[src/common/edadp_pkg.sv]
package edadp_pkg;

  // special-function-space addresses of the pointer registers
  localparam logic [7:0] SFR_P0_LO = 8'h82;
  localparam logic [7:0] SFR_P0_HI = 8'h83;
  localparam logic [7:0] SFR_P1_LO = 8'h84;
  localparam logic [7:0] SFR_P1_HI = 8'h85;
  localparam logic [7:0] SFR_CTRL  = 8'h86;

  // pointer control field positions
  localparam int SEL_BIT  = 0;
  localparam int STEP_BIT = 4;
  localparam int TOG_BIT  = 5;
  localparam int DIR0_BIT = 6;
  localparam int DIR1_BIT = 7;

  // reset values and writable bits
  localparam logic [7:0]  CTRL_MASK = 8'hf1;
  localparam logic [7:0]  CTRL_RST  = 8'h00;
  localparam logic [15:0] PTR_RST   = 16'h0000;

  // page select encodings
  localparam logic [1:0] PG_ONE   = 2'h0;
  localparam logic [1:0] PG_TWO   = 2'h1;
  localparam logic [1:0] PG_FOUR  = 2'h2;
  localparam logic [1:0] PG_MODE2 = 2'h3;

  // cycle counts, in system clocks
  localparam int         CNT_W       = 6;
  localparam logic [5:0] MISS_ONE    = 6'h02;
  localparam logic [5:0] MISS_TWO    = 6'h02;
  localparam logic [5:0] MISS_FOUR   = 6'h04;
  localparam logic [5:0] SETUP_STD   = 6'h01;
  localparam logic [5:0] STROBE_STD  = 6'h02;
  localparam logic [5:0] HOLD_STD    = 6'h01;
  localparam logic [5:0] SETUP_TWO   = 6'h01;
  localparam logic [5:0] STROBE_TWO  = 6'h01;
  localparam logic [5:0] HOLD_TWO    = 6'h00;
  localparam logic [5:0] SETUP_ONE   = 6'h00;
  localparam logic [5:0] STROBE_ONE  = 6'h01;
  localparam logic [5:0] HOLD_ONE    = 6'h00;
  localparam logic [5:0] XSETUP_LO   = 6'h01;
  localparam logic [5:0] XSETUP_HI   = 6'h09;
  localparam logic [5:0] XHOLD_LO    = 6'h01;
  localparam logic [5:0] XHOLD_HI    = 6'h05;
  localparam logic [5:0] XSTROBE_1ST = 6'h02;
  localparam logic [2:0] STRETCH_HI  = 3'h4;

  typedef enum logic [2:0] {
    OP_NONE    = 3'h0,
    OP_XRD_PTR = 3'h1,
    OP_XWR_PTR = 3'h2,
    OP_XRD_REG = 3'h3,
    OP_XWR_REG = 3'h4,
    OP_CODE_RD = 3'h5,
    OP_STEP    = 3'h6,
    OP_LOAD    = 3'h7
  } edadp_op_t;

  typedef struct packed {
    logic       wr;
    logic       rd;
    logic [7:0] addr;
    logic [7:0] wdata;
  } edadp_sfr_req_t;

  typedef struct packed {
    logic        valid;
    edadp_op_t   op;
    logic [7:0]  reg_low;
    logic [7:0]  p2_latch;
    logic [7:0]  wdata;
    logic [15:0] load_val;
  } edadp_op_req_t;

  typedef struct packed {
    logic       ale;
    logic       rd_n;
    logic       wr_n;
    logic [7:0] p0_out;
    logic       p0_oe;
    logic [7:0] p2_out;
    logic       p2_oe;
  } edadp_pins_t;

endpackage

[src/design/edadp_ctrl.sv]
`timescale 1ns/10ps
`default_nettype none

// Functional notes
// - nonpage external cycle is four clocks; internal cycle is one clock
// - stretch 1 adds one setup, two strobe, one hold clock
// - stretch 2 and 3 add each whole stretch cycle to strobe only
// - page select 10b: four clocks on hit, eight on miss
// - page select 01b: two clocks on hit, four on miss
// - upper byte equal to code page byte is a hit, no miss clocks
// - page select 00b always misses; stretch 1 totals seven clocks
// - stretch 4 adds two setup, one strobe, one hold stretch cycle
// - stretch 5 to 7 lengthen only the strobe
// - page select 11b takes four clocks, data and upper byte on port 2
// - register-indirect address is port 2 latch over working register
// - pointer-indirect address is the full active 16-bit pointer
// - first pointer at 82h/83h, second pointer at 84h/85h
// - control bit 0 selects the pointer all pointer operations use
// - bits 6 and 7 choose increment or decrement per pointer
// - auto-toggle bit 5 inverts select after qualifying operations
// - auto-step bit 4 steps active pointer after qualifying moves
// - auto-step on table read and pointer moves; toggle also step, load
module edadp_ctrl (
  input  wire logic                      clk,
  input  wire logic                      rst,
  input  wire logic                      ce,
  input  wire edadp_pkg::edadp_sfr_req_t sfr_req,
  output logic [7:0]                     sfr_rdata,
  input  wire edadp_pkg::edadp_op_req_t  op_req,
  output logic                           op_ready,
  output logic                           op_done,
  output logic [7:0]                     xdata_rd,
  output logic [15:0]                    code_addr,
  input  wire logic                      page_enable,
  input  wire logic [1:0]                page_select,
  input  wire logic [2:0]                stretch_select,
  input  wire logic [7:0]                code_page_msb,
  input  wire logic [7:0]                p0_in,
  input  wire logic [7:0]                p2_in,
  output var edadp_pkg::edadp_pins_t     pins
);

  typedef enum logic [2:0] {
    ST_IDLE = 3'b001,
    ST_BUSY = 3'b010,
    ST_DONE = 3'b100
  } edadp_state_t;

  // extra strobe clocks: two for the first stretch cycle, four per further one
  function automatic logic [5:0] edadp_xstrobe(input logic [2:0] s);
    return (s == 3'h0) ? 6'h00 : edadp_pkg::XSTROBE_1ST + {1'b0, s - 3'h1, 2'b00};
  endfunction

  // extra setup or hold clocks: lo for stretch 1 to 3, hi from stretch 4
  function automatic logic [5:0] edadp_xedge(input logic [2:0] s, input logic [5:0] lo,
                                             input logic [5:0] hi);
    return (s >= edadp_pkg::STRETCH_HI) ? hi : (s != 3'h0) ? lo : 6'h00;
  endfunction

  function automatic logic [15:0] edadp_step(input logic [15:0] p,
                                             input logic        down);
    return down ? p - 16'h0001 : p + 16'h0001;
  endfunction

  edadp_state_t state_r, state_nxt;
  logic [5:0]   cnt_r, cnt_nxt;
  logic [5:0]   es_r, ew_r, eh_r;
  logic [5:0]   es_nxt, ew_nxt, eh_nxt;
  logic [15:0]  ptr0_r, ptr1_r, ptr0_nxt, ptr1_nxt;
  logic [7:0]   ctrl_r, ctrl_nxt;
  logic [15:0]  addr_r, addr_nxt;
  logic [15:0]  load_r;
  logic [7:0]   wdata_r, wdata_nxt;
  logic         write_r, write_nxt;
  logic         mode2_r, mode2_nxt;
  edadp_pkg::edadp_op_t op_r;
  logic [7:0]   sfr_rdata_r;
  logic [7:0]   xdata_r;
  edadp_pkg::edadp_pins_t pins_nxt;

  // request decode and address choice
  wire       take    = op_ready & op_req.valid;
  wire       is_ptrx = (op_req.op == edadp_pkg::OP_XRD_PTR) |
                       (op_req.op == edadp_pkg::OP_XWR_PTR);
  wire       is_regx = (op_req.op == edadp_pkg::OP_XRD_REG) |
                       (op_req.op == edadp_pkg::OP_XWR_REG);
  wire       is_bus  = is_ptrx | is_regx;
  wire       sel     = ctrl_r[edadp_pkg::SEL_BIT];
  wire [15:0] act_ptr = sel ? ptr1_r : ptr0_r;
  wire [15:0] req_addr = is_ptrx ? act_ptr
                       : {op_req.p2_latch, op_req.reg_low};
  wire       req_wr  = (op_req.op == edadp_pkg::OP_XWR_PTR) |
                       (op_req.op == edadp_pkg::OP_XWR_REG);

  // page hit and miss-clock count
  wire       mode2    = page_enable & (page_select == edadp_pkg::PG_MODE2);
  wire       page_hit = (page_select != edadp_pkg::PG_ONE) &
                        (req_addr[15:8] == code_page_msb);
  wire [5:0] miss_len =
    !page_enable ? 6'h00 :
    (page_select == edadp_pkg::PG_ONE) ? edadp_pkg::MISS_ONE :
    (page_select == edadp_pkg::PG_TWO && !page_hit) ? edadp_pkg::MISS_TWO :
    (page_select == edadp_pkg::PG_FOUR && !page_hit) ? edadp_pkg::MISS_FOUR :
    6'h00;

  // base phase lengths per bus mode, nonpage and page mode 2 alike
  wire       pm_two = page_enable & (page_select == edadp_pkg::PG_TWO);
  wire       pm_one = page_enable & (page_select == edadp_pkg::PG_ONE);
  wire [5:0] b_setup  = pm_one ? edadp_pkg::SETUP_ONE
                      : pm_two ? edadp_pkg::SETUP_TWO : edadp_pkg::SETUP_STD;
  wire [5:0] b_strobe = pm_one ? edadp_pkg::STROBE_ONE
                      : pm_two ? edadp_pkg::STROBE_TWO : edadp_pkg::STROBE_STD;
  wire [5:0] b_hold   = pm_one ? edadp_pkg::HOLD_ONE
                      : pm_two ? edadp_pkg::HOLD_TWO : edadp_pkg::HOLD_STD;

  // stretch distribution over setup, strobe and hold
  wire [5:0] x_setup  = edadp_xedge(stretch_select, edadp_pkg::XSETUP_LO,
                                    edadp_pkg::XSETUP_HI);
  wire [5:0] x_strobe = edadp_xstrobe(stretch_select);
  wire [5:0] x_hold   = edadp_xedge(stretch_select, edadp_pkg::XHOLD_LO,
                                    edadp_pkg::XHOLD_HI);

  // phase end marks, frozen for the whole access
  wire [5:0] es_req = miss_len + b_setup + x_setup;
  wire [5:0] ew_req = es_req + b_strobe + x_strobe;
  wire [5:0] eh_req = ew_req + b_hold + x_hold;
  wire       take_bus = take & is_bus;
  assign es_nxt    = take_bus ? es_req : es_r;
  assign ew_nxt    = take_bus ? ew_req : ew_r;
  assign eh_nxt    = take_bus ? eh_req : eh_r;
  assign addr_nxt  = take ? (is_bus ? req_addr : act_ptr) : addr_r;
  assign wdata_nxt = take_bus ? op_req.wdata : wdata_r;
  assign write_nxt = take_bus ? req_wr : write_r;
  assign mode2_nxt = take_bus ? mode2 : mode2_r;

  // sequencer: bus moves run the counter, other operations take one clock
  wire last_busy = (cnt_r == eh_r - 6'h01);
  always_comb
  begin
    state_nxt = state_r;
    cnt_nxt   = cnt_r;
    case (state_r)
      ST_IDLE:
      begin
        cnt_nxt = 6'h00;
        if (take)
          state_nxt = is_bus ? ST_BUSY : ST_DONE;
      end
      ST_BUSY:
      begin
        cnt_nxt = cnt_r + 6'h01;
        if (last_busy)
          state_nxt = ST_DONE;
      end
      default:
        state_nxt = ST_IDLE;
    endcase
  end

  // pin drive for the coming cycle, from the next count
  wire busy_n   = (state_nxt == ST_BUSY);
  wire addr_ph  = (cnt_nxt < es_nxt);
  wire strobe_n = busy_n & ~addr_ph & (cnt_nxt < ew_nxt);
  always_comb
  begin
    pins_nxt.ale    = busy_n & addr_ph;
    pins_nxt.rd_n   = ~(strobe_n & ~write_nxt);
    pins_nxt.wr_n   = ~(strobe_n & write_nxt);
    pins_nxt.p0_out = (mode2_nxt | addr_ph) ? addr_nxt[7:0] : wdata_nxt;
    pins_nxt.p0_oe  = busy_n & (mode2_nxt | addr_ph | write_nxt);
    pins_nxt.p2_out = (mode2_nxt & ~addr_ph) ? wdata_nxt : addr_nxt[15:8];
    pins_nxt.p2_oe  = busy_n & (~mode2_nxt | addr_ph | write_nxt);
  end

  // read data is caught on the last strobe clock
  wire cap_rd = (state_r == ST_BUSY) & ~write_r & (cnt_r == ew_r - 6'h01);

  // pointer update when an operation finishes
  wire fin     = (state_r == ST_DONE);
  wire on_ptrx = (op_r == edadp_pkg::OP_XRD_PTR) | (op_r == edadp_pkg::OP_XWR_PTR);
  wire on_tab  = on_ptrx | (op_r == edadp_pkg::OP_CODE_RD);
  wire q_step  = fin & ((ctrl_r[edadp_pkg::STEP_BIT] & on_tab) |
                        (op_r == edadp_pkg::OP_STEP));
  wire q_tog   = fin & ctrl_r[edadp_pkg::TOG_BIT] &
                 (on_tab | (op_r == edadp_pkg::OP_STEP) |
                  (op_r == edadp_pkg::OP_LOAD));
  wire q_load  = fin & (op_r == edadp_pkg::OP_LOAD);
  wire act_dir = sel ? ctrl_r[edadp_pkg::DIR1_BIT] : ctrl_r[edadp_pkg::DIR0_BIT];
  wire [15:0] act_new = q_load ? load_r : edadp_step(act_ptr, act_dir);
  wire hw_upd  = q_step | q_load;

  // register writes; a hardware update wins over a write in the same clock
  wire w_p0l = sfr_req.wr & (sfr_req.addr == edadp_pkg::SFR_P0_LO);
  wire w_p0h = sfr_req.wr & (sfr_req.addr == edadp_pkg::SFR_P0_HI);
  wire w_p1l = sfr_req.wr & (sfr_req.addr == edadp_pkg::SFR_P1_LO);
  wire w_p1h = sfr_req.wr & (sfr_req.addr == edadp_pkg::SFR_P1_HI);
  wire w_ctl = sfr_req.wr & (sfr_req.addr == edadp_pkg::SFR_CTRL);
  always_comb
  begin
    ptr0_nxt = {w_p0h ? sfr_req.wdata : ptr0_r[15:8],
                w_p0l ? sfr_req.wdata : ptr0_r[7:0]};
    ptr1_nxt = {w_p1h ? sfr_req.wdata : ptr1_r[15:8],
                w_p1l ? sfr_req.wdata : ptr1_r[7:0]};
    if (hw_upd && !sel)
      ptr0_nxt = act_new;
    if (hw_upd && sel)
      ptr1_nxt = act_new;
    ctrl_nxt = w_ctl ? (sfr_req.wdata & edadp_pkg::CTRL_MASK) : ctrl_r;
    if (q_tog)
      ctrl_nxt[edadp_pkg::SEL_BIT] = ~sel;
  end

  // register read mux; unused control bits read as zero
  wire [7:0] rd_mux =
    (sfr_req.addr == edadp_pkg::SFR_P0_LO) ? ptr0_r[7:0] :
    (sfr_req.addr == edadp_pkg::SFR_P0_HI) ? ptr0_r[15:8] :
    (sfr_req.addr == edadp_pkg::SFR_P1_LO) ? ptr1_r[7:0] :
    (sfr_req.addr == edadp_pkg::SFR_P1_HI) ? ptr1_r[15:8] :
    (sfr_req.addr == edadp_pkg::SFR_CTRL)  ? ctrl_r : 8'h00;

  // sequencer and capture state
  always_ff @(posedge clk or posedge rst)
  begin
    if (rst)
    begin
      state_r <= ST_IDLE;
      cnt_r   <= 6'h00;
      es_r    <= 6'h00;
      ew_r    <= 6'h00;
      eh_r    <= 6'h00;
      addr_r  <= 16'h0000;
      wdata_r <= 8'h00;
      write_r <= 1'b0;
      mode2_r <= 1'b0;
      op_r    <= edadp_pkg::OP_NONE;
      load_r  <= 16'h0000;
    end
    else if (ce)
    begin
      state_r <= state_nxt;
      cnt_r   <= cnt_nxt;
      es_r    <= es_nxt;
      ew_r    <= ew_nxt;
      eh_r    <= eh_nxt;
      addr_r  <= addr_nxt;
      wdata_r <= wdata_nxt;
      write_r <= write_nxt;
      mode2_r <= mode2_nxt;
      if (take)
      begin
        op_r   <= op_req.op;
        load_r <= op_req.load_val;
      end
    end
  end

  // pointers, control and output registers
  always_ff @(posedge clk or posedge rst)
  begin
    if (rst)
    begin
      ptr0_r      <= edadp_pkg::PTR_RST;
      ptr1_r      <= edadp_pkg::PTR_RST;
      ctrl_r      <= edadp_pkg::CTRL_RST;
      sfr_rdata_r <= 8'h00;
      xdata_r     <= 8'h00;
      pins        <= '{rd_n: 1'b1, wr_n: 1'b1, default: '0};
    end
    else if (ce)
    begin
      ptr0_r <= ptr0_nxt;
      ptr1_r <= ptr1_nxt;
      ctrl_r <= ctrl_nxt;
      pins   <= pins_nxt;
      if (sfr_req.rd)
        sfr_rdata_r <= rd_mux;
      if (cap_rd)
        xdata_r <= mode2_r ? p2_in : p0_in;
    end
  end

  assign op_ready  = ce & (state_r == ST_IDLE);
  assign op_done   = ce & fin;
  assign sfr_rdata = sfr_rdata_r;
  assign xdata_rd  = xdata_r;
  assign code_addr = addr_r;

  // checking helpers: request snapshot, busy clocks, strobe width
  logic       pe_r, hit_r, strb_lo_r;
  logic [1:0] ps_r;
  logic [2:0] st_r;
  logic [5:0] bcyc_r, swid_r;
  always_ff @(posedge clk or posedge rst)
  begin
    if (rst)
    begin
      pe_r   <= 1'b0;
      hit_r  <= 1'b0;
      ps_r   <= 2'h0;
      st_r   <= 3'h0;
      bcyc_r <= 6'h00;
      swid_r <= 6'h00;
      strb_lo_r <= 1'b0;
    end
    else if (ce)
    begin
      if (take_bus)
      begin
        pe_r   <= page_enable;
        hit_r  <= page_hit;
        ps_r   <= page_select;
        st_r   <= stretch_select;
        bcyc_r <= 6'h00;
      end
      else if (state_r == ST_BUSY)
        bcyc_r <= bcyc_r + 6'h01;
      swid_r <= (!pins.rd_n || !pins.wr_n) ? swid_r + 6'h01 : 6'h00;
      strb_lo_r <= !pins.rd_n || !pins.wr_n;
    end
  end

  wire bus_fin = op_done & (on_ptrx | (op_r == edadp_pkg::OP_XRD_REG) |
                            (op_r == edadp_pkg::OP_XWR_REG));
  wire np_fin  = bus_fin & ~pe_r;
  wire strb_end = ce & strb_lo_r & pins.rd_n & pins.wr_n; // strobe released this clock
endmodule // edadp_ctrl

`default_nettype wire

[config.mk]
export PLATFORM = sky130hd
export DESIGN_NAME = edadp_ctrl
export DESIGN_NICKNAME = d
export VERILOG_FILES = /design/src/common/edadp_pkg.sv /design/src/design/edadp_ctrl.sv
export SDC_FILE = /design/constraint.sdc
export NUM_CORES = 1
export LEC_CHECK = 0
export CORE_MARGIN = 2
export CORE_UTILIZATION = 42
export CTS_BUF_LIST = sky130_fd_sc_hd__clkbuf_2 sky130_fd_sc_hd__clkbuf_4 sky130_fd_sc_hd__clkbuf_8
export DETAILED_ROUTE_END_ITERATION = 16
export DONT_BUFFER_PORTS = 1
export REMOVE_ABC_BUFFERS = 1
export SLEW_MARGIN = 10
export SYNTH_ARGS = -nofsm -noshare
export SYNTH_HDL_FRONTEND = slang
export SYNTH_SLANG_ARGS = --single-unit
[constraint.sdc]
create_clock -name clk -period 6.5 [get_ports clk]
set_input_delay 0.975 -clock clk [delete_from_list [all_inputs] [get_ports clk]]
set_output_delay 0.975 -clock clk [all_outputs]
set_load 0.005 [all_outputs]
# Word level (Yosys, flattened, before mapping)
# Index checks and enable logic that the tools add are counted.
[totals] reg_bits=146 output_inout_bits=55
[classes] n_addsub=13 order_cmp=3 n_eq_ne=24 n_mux=46 n_bitwise=49 reduce_logical=25
[ops] op="$mux 16" count=8
[ops] op="$mux 8" count=13
[ops] op="$eq 8x8->1 const B" count=5
[ops] op="$and 1x1->1" count=28
[ops] op="$mux 3" count=8
[ops] op="$mux 6" count=4
[ops] op="$reduce_and 2->1" count=10
[ops] op="$add 16x1->16 const B" count=1
[ops] op="$sub 16x1->16 const B" count=1
[ops] op="$eq 3x2->1 const B" count=5
[ops] op="$eq 3x3->1 const B" count=5
[ops] op="$or 1x1->1" count=14
[ops] op="$eq 6x6->1" count=2
[ops] op="$lt 6x6->1" count=2
[ops] op="$pmux 6 s2" count=1
[ops] op="$reduce_bool 2->1" count=6
[ops] op="$sub 6x1->6 const B" count=2
[ops] op="$eq 3x1->1 const B" count=3
[ops] op="$mux 1" count=9
[ops] op="$eq 8x8->1" count=1
[ops] op="$not 1->1" count=7
[ops] op="$add 2x5->6 const A" count=1
[ops] op="$add 4x6->6" count=1
[ops] op="$add 6x1->6" count=1
[ops] op="16 further kinds" count=22

# Logic depth before layout (Yosys ltp)
# Gate-level depths: netlist of the first run.
[logic_depth] word_depth=20 ltp_mapped=26 depth_no_buf=24

# Least setup slack after synthesis of the first run
# OpenSTA, ideal clock, no wires.
[synth_path] path_type="input -> register" from="input op_req[41] (netlist bit)" to="register pins[19] (netlist bit)" arrival_ps=5480 setup_slack_ps=940 path_stages=24 path_buffers=1 cell_sequence="clkbuf_8 xnor2_1 nor2_1 nor4_1 a21oi_1 o41a_2 ha_1 fa_1 ha_1 inv_1 fa_1 inv_1 a21o_1 a21oi_1 xnor2_1 mux2_2 inv_1 ha_1 and4_1 nand2_1 nand3b_1 a311oi_1 nand3_1 o22a_1"
[synth_via] elab_chain_cells=20 elab_cells_between_ends=38 cone_classes="add/sub (4); order compare (2); eq/ne (6); mux (11); bitwise (12); reduce/logical (3)"
[synth_rtl] item="from (decl)" line="edadp_ctrl.sv:29" source="input wire edadp_pkg::edadp_op_req_t op_req,"
[synth_rtl] item="$eq 3x1->1 or $eq 3x2->1 (tied branches)" line="edadp_ctrl.sv:83, edadp_ctrl.sv:84, edadp_ctrl.sv:92"
[synth_rtl] item="$or 1x1->1" line="edadp_ctrl.sv:83" source="wire is_ptrx = (op_req.op == edadp_pkg::OP_XRD_PTR) |"
[synth_rtl] item="$mux 16" line="edadp_ctrl.sv:90" source="wire [15:0] req_addr = is_ptrx ? act_ptr"
[synth_rtl] item="$eq 8x8->1" line="edadp_ctrl.sv:98" source="(req_addr[15:8] == code_page_msb);"
[synth_rtl] item="$and 1x1->1" line="edadp_ctrl.sv:97" source="wire page_hit = (page_select != edadp_pkg::PG_ONE) &"
[synth_rtl] item="$logic_not 1->1" line="edadp_ctrl.sv:102, edadp_ctrl.sv:103"
[synth_rtl] item="$logic_and 1x1->1" line="edadp_ctrl.sv:103" source="(page_select == edadp_pkg::PG_FOUR && !page_hit) ? edadp_pkg::MISS_FOUR :"
[synth_rtl] item="$mux 3" line="edadp_ctrl.sv:103"
[synth_rtl] item="[... 4 more ...]"
[synth_rtl] item="$add 4x6->6" line="edadp_ctrl.sv:124" source="wire [5:0] es_req = miss_len + b_setup + x_setup;"
[synth_rtl] item="$add 6x2->6 or $mux 6 (tied branches)" line="edadp_ctrl.sv:125, edadp_ctrl.sv:128"
[synth_rtl] item="$add 6x6->6 or $lt 6x6->1 (tied branches)" line="edadp_ctrl.sv:125, edadp_ctrl.sv:162"
[synth_rtl] item="$mux 6 or $not 1->1 (tied branches)" line="edadp_ctrl.sv:129, edadp_ctrl.sv:163"
[synth_rtl] item="$lt 6x6->1 or $and 1x1->1 (tied branches)" line="edadp_ctrl.sv:163" source="wire strobe_n = busy_n & ~addr_ph & (cnt_nxt < ew_nxt);"
[synth_rtl] item="$and 1x1->1" line="edadp_ctrl.sv:163"
[synth_rtl] item="$and 1x1->1 (*)" line="edadp_ctrl.sv:167" source="pins_nxt.rd_n = ~(strobe_n & ~write_nxt);"
[synth_rtl] item="$not 1->1 (*)" line="edadp_ctrl.sv:167"
[synth_rtl] item="to (signal assigned)" line="edadp_ctrl.sv:274" source="pins <= pins_nxt;"
[synth_rtl] item="to (decl)" line="edadp_ctrl.sv:40" source="output var edadp_pkg::edadp_pins_t pins"
# Mark *: on every way between the ends. The rest lies on a longest branch, timed or not.
# A chain may end at the register's enable or synchronous reset.

# Worst setup path after layout of the first run
[layout_path] from="register ctrl_r[0]" to="register pins[19] (netlist bit)"
[layout_via] elab_chain_cells=19 elab_cells_between_ends=24 cone_classes="add/sub (4); order compare (2); eq/ne (1); mux (8); bitwise (6); reduce/logical (3)"
[layout_rtl] item="from (decl)" line="edadp_ctrl.sv:70" source="logic [7:0] ctrl_r, ctrl_nxt;"
[layout_rtl] item="from (signal assigned)" line="edadp_ctrl.sv:264" source="ctrl_r <= edadp_pkg::CTRL_RST;"
[layout_rtl] item="from (signal assigned)" line="edadp_ctrl.sv:273" source="ctrl_r <= ctrl_nxt;"
[layout_rtl] item="$mux 16 (*)" line="edadp_ctrl.sv:89" source="wire [15:0] act_ptr = sel ? ptr1_r : ptr0_r;"
[layout_rtl] item="$mux 16 (*)" line="edadp_ctrl.sv:90"
[layout_rtl] item="$eq 8x8->1 (*)" line="edadp_ctrl.sv:98"
[layout_rtl] item="$and 1x1->1 (*)" line="edadp_ctrl.sv:97"
[layout_rtl] item="$logic_not 1->1 (*)" line="edadp_ctrl.sv:102, edadp_ctrl.sv:103"
[layout_rtl] item="$logic_and 1x1->1" line="edadp_ctrl.sv:103"
[layout_rtl] item="$mux 3" line="edadp_ctrl.sv:103"
[layout_rtl] item="$mux 3 (*)" line="edadp_ctrl.sv:102" source="(page_select == edadp_pkg::PG_TWO && !page_hit) ? edadp_pkg::MISS_TWO :"
[layout_rtl] item="[... 3 more ...]"
[layout_rtl] item="$add 4x6->6 (*)" line="edadp_ctrl.sv:124"
[layout_rtl] item="$add 6x2->6 or $mux 6 (tied branches)" line="edadp_ctrl.sv:125, edadp_ctrl.sv:128"
[layout_rtl] item="$add 6x6->6 or $lt 6x6->1 (tied branches)" line="edadp_ctrl.sv:125, edadp_ctrl.sv:162"
[layout_rtl] item="$mux 6 or $not 1->1 (tied branches)" line="edadp_ctrl.sv:129, edadp_ctrl.sv:163"
[layout_rtl] item="$lt 6x6->1 or $and 1x1->1 (tied branches)" line="edadp_ctrl.sv:163"
[layout_rtl] item="$and 1x1->1 (*)" line="edadp_ctrl.sv:163"
[layout_rtl] item="$and 1x1->1 (*)" line="edadp_ctrl.sv:167"
[layout_rtl] item="$not 1->1 (*)" line="edadp_ctrl.sv:167"
# Marks and branches as above.

==> results.py, run 1 <==
metrics = {
    "synthesis": {
        "synthCells": 1068,
        "ys_seq_elements": 146,
        "synth-seq-area-share": 0.397,
        "yosys-top-cells-area": "dfrtp_1 (39%), nand2_1 (8.0%), o21ai_0 (5.3%), ha_1 (5.3%), mux2i_1 (4.8%)",
        "synth-async-reset-ratio": 1.00,
        "synth_area_per_cell_um2": 8.63,
        "netlist_area_um2": 9210,
        "ys_types": 74,
        "synth_edf_count": 0,
        "ys.flop_type": "dfrtp_1",
        "yosysTopAreaCellShare": 0.388,
        "synth_warnings": 0,
        "yosys.area.top_type": "dfrtp_1",
    },
    "place": {
        "dp_cells": 1306,
        "place.port_buffers": 0,
        "place_area_um2": 9390,
        "hpwl_um": 20200,
        "gp_congestion": 0.893,
    },
    "pwr": {
        "switching_power_w": 0.00105,
        "p_leak_nw": 4.43,
        "p_comb_frac": 0.284,
        "post-layout-total-power_w": 0.00282,
        "internal-power_w": 0.00177,
        "peakVddDrop_v": 0.000137,
        "sw_frac_of_total": 0.372,
        "pwr-share-clk": 0.251,
        "power_density_nw_per_um2": 289,
        "p_seq_frac": 0.466,
    },
    "cts": {
        "post-cts-setup-buffers": 0,
        "cts_tree": "built",
        "cts_max_level": 4,
        "hold_buffers": 0,
        "clk-insertion-delay-late_ns": 0.47,
        "clockBufferDepth": 2,
        "path_clk_slew_ns": 0.09,
        "cts_resized": 0,
        "root_buffer": "clkbuf_8",
        "cts_sinks": 146,
        "numCtsBuffers": 17,
    },
    "grt": {
        "antenna_found_initial": 0,
        "grt_max_degree": 78,
        "grt_use_total": 0.231,
        "grt_use_met3": 0.0556,
        "grt_overflow": 0,
        "gr-usage-met1": 0.305,
        "busiest_layer": "met2",
        "grt_pass1_vias": 7284,
        "grt_use_met2": 0.372,
        "grt_pass1_wl_um": 41900,
    },
    "detailed_routing": {
        "wl_per_cell_um": 20.1,
        "routed_wirelength_um": 26900,
        "vias": 7644,
        "drtPass1Iterations": 5,
        "drc": 0,
        "ant_nets": 0,
        "drt_iter0_markers": 577,
        "routed_via_density": 5.71,
    },
    "final_layout": {
        "final_common_cell": "nand2_1",
        "antenna_cells": 0,
        "finalNonFillerCells": 1338,
        "stdcell_area_um2": 9770,
        "synthToLayoutAreaGrowth_pct": 6.02,
        "nets": 1183,
        "drive_gt1_frac": 0.0766,
        "final_cell_mix": "nand2_1 (195), dfrtp_1 (143), o21ai_0 (98), nor2_1 (80), inv_1 (63)",
    },
    "timing": {
        "fin_setup_tns_ns": 0,
        "fmax_mhz": 180,
        "timing.hold.ws_ns": 0.488,
        "hold_violations": 0,
        "rsz0062_at_grt": "false",
        "min_period_over_period": 0.855,
        "relSlewSlack": 0.230,
        "fin_skew_ns": 0.0133,
        "period_needed_ns": 5.56,
        "slew_violations": 0,
        "tightest_slew_ns": 1.15,
        "setup_viol": 0,
    },
    "worst_hold_path": {
        "worstHoldPathType": "input pin to async pin",
    },
    "job": {
        "maxCapViolCount": 0,
    },
    "die": {
        "die_h_um": 152,
        "num_rows": 54,
        "design.portCount": 150,
        "die-area_um2": 23100,
        "initial_core_util": 0.425,
        "dieWidth_um": 152,
        "core_area_um2": 21700,
    },
    "critical_path": {
        "path_max_fanout": 9,
        "cp_data_required_time_ns": 6.90,
        "critPathArrivalTime_ns": 5.96,
        "worstSetupEndpointType": "flip-flop",
        "cp-start-kind": "flip-flop",
        "worstSetupPathType": "flip-flop to flip-flop",
    },
    "run_status": {
        "status": "finished clean",
    },
}
flip-flops by register name, indices dropped and copies added (netlist names), 3 cells and up:
register,cells
ptr1_r,16
ew_r,6
es_r,6
xdata_rd,8
ctrl_r,5
cnt_r,6
wdata_r,8
load_r,16
sfr_rdata,8
ptr0_r,16
eh_r,6
state_r,3
code_addr,16
op_r,3
pins,21
metal layers:
layer,vias to the layer above,part of all wire,wire (um)
met1,3647,0.43,11600
met4,0,0.034,918
met2,247,0.47,12700
li1,3695,-,-
met3,55,0.064,1730
met5,-,0,0
per-stage QoR:
step                      worst slack (ns)  utilization
after floorplan                       1.09            -
after global placement               0.791        0.433
after detailed placement             0.659        0.433
after CTS                            0.960        0.450
after global routing                 0.604        0.450
final                                0.944        0.450
power groups by stage:
stage / Clock, W / Combinational (W) / Sequential (W)
global placement: 0 / 0.000787 / 0.00133
global route: 0.000759 / 0.000912 / 0.00134
CTS: 0.000719 / 0.000803 / 0.00132
floorplan: 0 / 0.000624 / 0.00125
detailed placement: 0 / 0.000799 / 0.00133
finish: 0.000708 / 0.000801 / 0.00132
cells in the mapped netlist (15+ instances only):
master / instances
dfrtp_1: 143
xnor2_1: 20
nand3_1: 15
o22ai_1: 26
a21oi_1: 53
inv_1: 64
nand2_1: 196
nor3_1: 17
o21ai_0: 98
xor2_1: 19
nor2_1: 80
mux2i_1: 44
ha_1: 39
mux2_2: 20
clkbuf_1: 32
final timing paths:
path | end | cells after the start | start | slack, ns
worst min register to register | load_r[3]$_DFFE_PP0P_ | 2 | load_r[3]$_DFFE_PP0P_ | 0.49
max in group asynchronous | state_r[1]$_DFFE_PP0P_ | 2 | rst | 4.58
worst min-delay path | wdata_r[1]$_DFFE_PP0P_ | 1 | rst | 0.49
worst max register to register | pins[19]$_DFFE_PP1P_ | 23 | ctrl_r[0]$_DFFE_PP0P_ | 0.94
min in group clk | load_r[3]$_DFFE_PP0P_ | 2 | load_r[3]$_DFFE_PP0P_ | 0.49
worst max-delay path | pins[19]$_DFFE_PP1P_ | 23 | ctrl_r[0]$_DFFE_PP0P_ | 0.94
cell type report:
cell class / count / area (um2)
repair buffers: 6 / 45.0
inverters: 65 / 249
well taps: 280 / 350
clock buffers: 20 / 269
flip-flops and latches: 146 / 3660
fillers: 2129 / 11900
clock inverters: 12 / 106
multi-input cells: 809 / 5090
critical path, stage by stage, from the launching register on:
cell and delay, ns:
dfrtp_1 0.66, mux2_2 0.44, xor2_1 0.16, nor3_1 0.24, o221ai_2 0.17, o41a_2 0.46, ha_1 0.34, fa_1 0.50
ha_1 0.18, inv_1 0.06, fa_1 0.39, inv_1 0.07, a21o_1 0.10, a21oi_1 0.07, xnor2_1 0.20, mux2_2 0.20
inv_1 0.04, ha_1 0.28, and4_1 0.22, nand2_1 0.07, nand3b_1 0.06, a311oi_1 0.29, nand3_1 0.12, o22a_1 0.18
cell families after synthesis:
kind of cell             count (synthesis)  share of synthesized area
AO/OA/AOI/OAI                          278                      0.189
AND/OR/NAND/NOR                        380                      0.183
adder cells (fa/ha/maj)                 43                     0.0617
multiplexers                            68                     0.0786
buffers and inverters                  113                     0.0515
flip-flops                             146                      0.397
XOR/XNOR                                40                     0.0388
(Power assumes the default switching activity.)
==> run 2: changes to the inputs <==
Settings changed: ABC_AREA set to 1, CORE_UTILIZATION 42 to 45.
==> results.py, run 2 <==
metrics = {
    "synthesis": {
        "synth_edf_count": 0,
        "synth.top_cells.by_count": "nand2_1 (360), inv_1 (186), dfrtp_1 (143)",
        "synth_warnings": 0,
        "netlist_area_um2": 9340,
        "synthCells": 1296,
        "ys.flop_type": "dfrtp_1",
        "yosys.area.top_type": "dfrtp_1",
        "yosys-top-cells-area": "dfrtp_1 (38%), nand2_1 (14%), inv_1 (7.5%), o21ai_0 (5.9%), ha_1 (5.2%)",
        "synth-async-reset-ratio": 1.00,
        "yosysTopAreaCellShare": 0.383,
        "ys_seq_elements": 146,
        "synth-seq-area-share": 0.392,
        "synth_area_per_cell_um2": 7.21,
        "yosysMostFrequentCell": "nand2_1",
        "ys_types": 55,
    },
    "timing": {
        "min_period_over_period": 0.830,
        "fin_skew_ns": 0.0184,
        "tightest_slew_ns": 1.02,
        "period_needed_ns": 5.39,
        "slew_violations": 0,
        "fmax_mhz": 185,
        "setup_viol": 0,
        "hold_violations": 0,
        "fin_setup_tns_ns": 0,
        "rsz0062_at_grt": "false",
        "relSlewSlack": 0.318,
        "fin_ws_ns": 1.11,
    },
    "job": {
        "maxCapViolCount": 0,
    },
    "critical_path": {
        "critPathArrivalTime_ns": 5.81,
        "crit_slowest_cell": "dfrtp_1",
        "cp_slowest_stage_delay_ns": 0.68,
        "worstSetupPathType": "flip-flop to flip-flop",
        "r2r_slack_ns": 1.11,
        "worstSetupEndpointType": "flip-flop",
        "path_max_fanout": 19,
        "timing.rr.start": "ctrl_r[0]$_DFFE_PP0P_",
        "cp_data_required_time_ns": 6.92,
        "worstRegToRegCells": 28,
        "worstReg2RegEnd": "pins[19]$_DFFE_PP1P_",
        "cpMostUsedCell": "nand2_1",
        "cp-start-kind": "flip-flop",
    },
    "worst_hold_path": {
        "worstHoldPathType": "flip-flop to flip-flop",
        "worstHoldStart": "load_r[1]$_DFFE_PP0P_",
        "holdPathEnd": "load_r[1]$_DFFE_PP0P_",
        "min_path_cells": 2,
    },
    "pwr": {
        "peakVddDrop_v": 0.000197,
        "post-layout-total-power_w": 0.00385,
        "p_leak_nw": 5.11,
        "power_density_nw_per_um2": 387,
    },
    "final_layout": {
        "utilization": 0.490,
        "stdcell_area_um2": 9950,
        "drive_gt1_frac": 0.0579,
        "final_cell_mix": "nand2_1 (360), inv_1 (185), dfrtp_1 (143), o21ai_0 (110), nor2_1 (98)",
        "final_common_cell": "nand2_1",
        "synthToLayoutAreaGrowth_pct": 6.52,
        "nets": 1421,
        "antenna_cells": 0,
        "top_register": "pins",
        "largest_register_ffs": 21,
    },
    "die": {
        "die-area_um2": 21900,
        "design.portCount": 150,
        "core_area_um2": 20300,
        "initial_core_util": 0.460,
        "dieWidth_um": 148,
        "num_rows": 52,
        "die_h_um": 148,
    },
    "grt": {
        "antenna_found_initial": 0,
        "grt_pass1_vias": 7879,
        "grt_use_total": 0.262,
        "grt_max_degree": 107,
        "grt_overflow": 0,
        "grt_pass1_wl_um": 44300,
    },
    "detailed_routing": {
        "routed_via_density": 5.35,
        "drc": 0,
        "routed_wirelength_um": 28000,
        "drtPass1Iterations": 5,
        "vias": 8382,
        "ant_nets": 0,
        "drt_iter0_markers": 599,
        "wl_per_cell_um": 17.9,
    },
    "run_status": {
        "status": "finished clean",
    },
    "cts": {
        "cts_sinks": 146,
        "post-cts-setup-buffers": 0,
        "path_clk_slew_ns": 0.09,
        "cts_resized": 0,
        "root_buffer": "clkbuf_8",
        "clockBufferDepth": 2,
        "cts_max_level": 4,
        "cts_tree": "built",
        "hold_buffers": 0,
        "clk-insertion-delay-late_ns": 0.48,
        "numCtsBuffers": 17,
    },
    "place": {
        "hpwl_um": 21200,
        "place_ws_ns": 1.06,
        "gp_congestion": 0.942,
        "place.port_buffers": 0,
        "place_area_um2": 9550,
    },
}
run 2: layer usage:
layer  GRT usage  routed length (um)  vias to the layer above
li1            -                   -                     4158
met1       0.380               12900                     3912
met2       0.386               12200                      277
met3      0.0856                2600                       35
met4      0.0500                 298                        0
met5           0                   0                        -
run 2: power by group:
| group | leakage [nW] | internal [W] | switching, W |
|---|---|---|---|
| combinational | 3.11 | 0.000587 | 0.00113 |
| sequential | 1.80 | 0.00115 | 0.000224 |
| clock | 0.202 | 0.000322 | 0.000430 |
run 2: kinds of logic after synthesis:
logic type / after synthesis / share of synthesized area
AND/OR/NAND/NOR: 589 / 0.266
multiplexers: 8 / 0.00857
flip-flops: 146 / 0.392
AO/OA/AOI/OAI: 252 / 0.153
adder cells (fa/ha/maj): 43 / 0.0608
XOR/XNOR: 24 / 0.0225
buffers and inverters: 234 / 0.0982
run 2: layout make-up:
class,count,area (um2)
fill,2123,10300
multi-input combinational,916,4770
sequential,146,3660
inverter,196,742
tap,270,338
clock buffer,17,234
clock inverter,15,168
timing repair buffer,6,45.0
run 2: how the worst max path moves through the flow:
stage	startpoint	end	slack, ns	cells after the start
finish	ctrl_r[0]$_DFFE_PP0P_	pins[19]$_DFFE_PP1P_	1.11	28
global route	ctrl_r[0]$_DFFE_PP0P_	pins[19]$_DFFE_PP1P_	0.50	28
CTS	ctrl_r[0]$_DFFE_PP0P_	pins[19]$_DFFE_PP1P_	1.16	28
detailed placement	op_req[42]	pins[19]$_DFFE_PP1P_	1.06	28
global placement	op_req[42]	pins[19]$_DFFE_PP1P_	1.17	28
floorplan	rst	cnt_r[0]$_DFFE_PP0P_	1.61	1
run 2: metrics by stage:
stage / hold WS, ns / cells
after floorplan: 0.434 / 1258
after global placement: 0.454 / 1534
after global routing: 0.499 / 1566
after CTS: 0.481 / 1566
final: 0.478 / 1566
after detailed placement: 0.458 / 1534
run 2: critical path, delay by kind of cell (launching register included):
family	cells	cell delay, ns
XOR/XNOR	2	0.38
AO/OA/AOI/OAI	4	0.70
adder cells (fa/ha/maj)	5	1.71
flip-flops	1	0.68
AND/OR/NAND/NOR	12	1.21
buffers and inverters	5	0.67
==> run 3: changes to the inputs <==
Settings changed: ABC_AREA 1 to 0.
Clock period 6.5 ns to 4.85 ns, I/O delays scaled along.
==> results.py, run 3 (synthesis gave the netlist of run 1 again) <==
metrics = {
    "die": {
        "die-area_um2": 21600,
        "die_h_um": 147,
        "core_area_um2": 20200,
        "num_rows": 52,
        "dieWidth_um": 147,
        "initial_core_util": 0.457,
        "design.portCount": 150,
    },
    "pwr": {
        "switching_power_w": 0.00155,
        "p_leak_nw": 4.74,
        "peakVddDrop_v": 0.000193,
        "power_density_nw_per_um2": 393,
        "pwr-share-clk": 0.246,
        "internal-power_w": 0.00252,
        "sw_frac_of_total": 0.380,
        "p_seq_frac": 0.431,
        "p_comb_frac": 0.323,
    },
    "final_layout": {
        "antenna_cells": 0,
        "final_cell_mix": "nand2_1 (195), dfrtp_1 (142), o21ai_0 (97), nor2_1 (80), inv_1 (59)",
        "synthToLayoutAreaGrowth_pct": 12.3,
        "largest_register_ffs": 21,
        "stdcell_area_um2": 10300,
        "final_common_cell": "nand2_1",
        "top_register": "pins",
        "drive_gt1_frac": 0.143,
        "finalNonFillerCells": 1384,
        "nets": 1239,
    },
    "grt": {
        "grt_pass1_vias": 7674,
        "grt_max_degree": 72,
        "grt_use_total": 0.262,
        "grt_overflow": 0,
        "grt_pass1_wl_um": 44000,
        "antenna_found_initial": 0,
    },
    "cts": {
        "cts_sinks": 146,
        "cts_max_level": 4,
        "clk-insertion-delay-late_ns": 0.46,
        "numCtsBuffers": 17,
        "path_clk_slew_ns": 0.10,
        "clockBufferDepth": 2,
        "root_buffer": "clkbuf_8",
        "cts_tree": "built",
    },
    "detailed_routing": {
        "drt_iter0_markers": 712,
        "ant_nets": 0,
        "drc": 0,
        "routed_wirelength_um": 28100,
        "routed_via_density": 5.75,
        "vias": 7960,
        "drtPass1Iterations": 4,
        "wl_per_cell_um": 20.3,
    },
    "critical_path": {
        "cp-start-kind": "flip-flop",
        "worstSetupEndpointType": "flip-flop",
        "critPathArrivalTime_ns": 5.38,
        "cp_data_required_time_ns": 5.25,
        "cp_slowest_stage_delay_ns": 0.49,
        "crit_slowest_cell": "fa_1",
        "crit_family": "adder cells",
        "cp_num_cells": 26,
        "path_max_fanout": 4,
        "cp.buffers_inverters": 6,
        "worstSetupPathType": "flip-flop to flip-flop",
        "worstRegToRegCells": 26,
    },
    "timing": {
        "tightest_slew_ns": 1.16,
        "fin_ws_ns": -0.133,
        "hold_violations": 0,
        "fin_setup_tns_ns": -0.170,
        "slew_violations": 0,
        "fmax_mhz": 201,
        "rsz0062_at_grt": "true",
        "min_period_over_period": 1.03,
        "setup_viol": 2,
        "fin_skew_ns": 0.0131,
        "relSlewSlack": 0.221,
        "period_needed_ns": 4.98,
    },
    "place": {
        "dp_cells": 1342,
        "gp_congestion": 0.910,
        "hpwl_um": 21100,
        "place.port_buffers": 0,
        "place_area_um2": 9720,
        "place_ws_ns": -0.669,
    },
    "run_status": {
        "status": "finished with violations",
        "violations": "negative setup slack",
    },
    "job": {
        "maxCapViolCount": 0,
    },
    "worst_hold_path": {
        "worstHoldPathType": "input pin to async pin",
    },
}
## run 3: cell count changes in the layout (fill, tap and decap cells not counted), sizes merged, moves of 20 or more
cell   change
nand2    -171
inv      -128
nand3     -73
buf       +56
mux2i     +37
a21oi     -23
mux2      +23
o22ai     +22
nor2      -21
o21ai     -20
## run 3: final cells by class
class / instances / area [um2]
fillers: 1936 / 9820
well taps: 270 / 338
multi-input cells: 809 / 5230
inverters: 65 / 249
clock inverters: 14 / 148
flip-flops and latches: 146 / 3660
repair buffers: 62 / 484
clock buffers: 18 / 248
## run 3: worst reg2reg max path: cells and delay by family, from the launching register on
family,cells,cell delay (ns)
AO/OA/AOI/OAI,6,1.18
XOR/XNOR,1,0.14
flip-flops,1,0.46
adder cells (fa/ha/maj),5,1.45
AND/OR/NAND/NOR,6,0.71
multiplexers,2,0.46
buffers and inverters,6,0.53
## run 3: timing repair
item                                    in CTS  in global routing
pin swaps                                   18                 15
endpoints found under the setup margin       2                  3
setup buffers                                6                  4
hold buffers                                 0                  0
gates resized for setup                     13                 19
## run 3: per-stage QoR
step / hold slack, ns / total power (W) / util
6_report: 0.222 / 0.00406 / 0.513
5_1_grt: 0.257 / 0.00431 / 0.513
4_1_cts: 0.230 / 0.00403 / 0.507
3_5_place_dp: 0.466 / 0.00300 / 0.482
3_3_place_gp: 0.460 / 0.00298 / 0.482
2_1_floorplan: 0.437 / 0.00252 / -
## run 3: per-layer routing
metal | part of all wire | GRT usage | up-vias
met2 | 0.44 | 0.396 | 289
met4 | 0.022 | 0.0697 | 0
li1 | - | - | 3801
met1 | 0.45 | 0.372 | 3835
met5 | 0 | 0 | -
met3 | 0.085 | 0.0711 | 35
## run 3: path summary, 6_finish.rpt
path | startpoint | to | slack, ns
setup / recovery | ctrl_r[0]$_DFFE_PP0P_ | pins[19]$_DFFE_PP1P_ | -0.13
hold / removal | rst | pins[14]$_DFFE_PP0P_ | 0.22
setup reg to reg | ctrl_r[0]$_DFFE_PP0P_ | pins[19]$_DFFE_PP1P_ | -0.13
hold reg to reg | load_r[9]$_DFFE_PP0P_ | load_r[9]$_DFFE_PP0P_ | 0.48
max in group asynchronous | rst | ctrl_r[0]$_DFFE_PP0P_ | 3.48
min in group clk | ce | state_r[2]$_DFFE_PP0P_ | 0.35
## run 3: power by group through the flow
stage | Sequential [W] | Clock, W | Combinational (W)
2_1_floorplan | 0.00168 | 0 | 0.000836
3_3_place_gp | 0.00177 | 0 | 0.00121
3_5_place_dp | 0.00177 | 0 | 0.00123
4_1_cts | 0.00175 | 0.00102 | 0.00126
5_1_grt | 0.00179 | 0.00106 | 0.00146
6_report | 0.00175 | 0.000998 | 0.00131
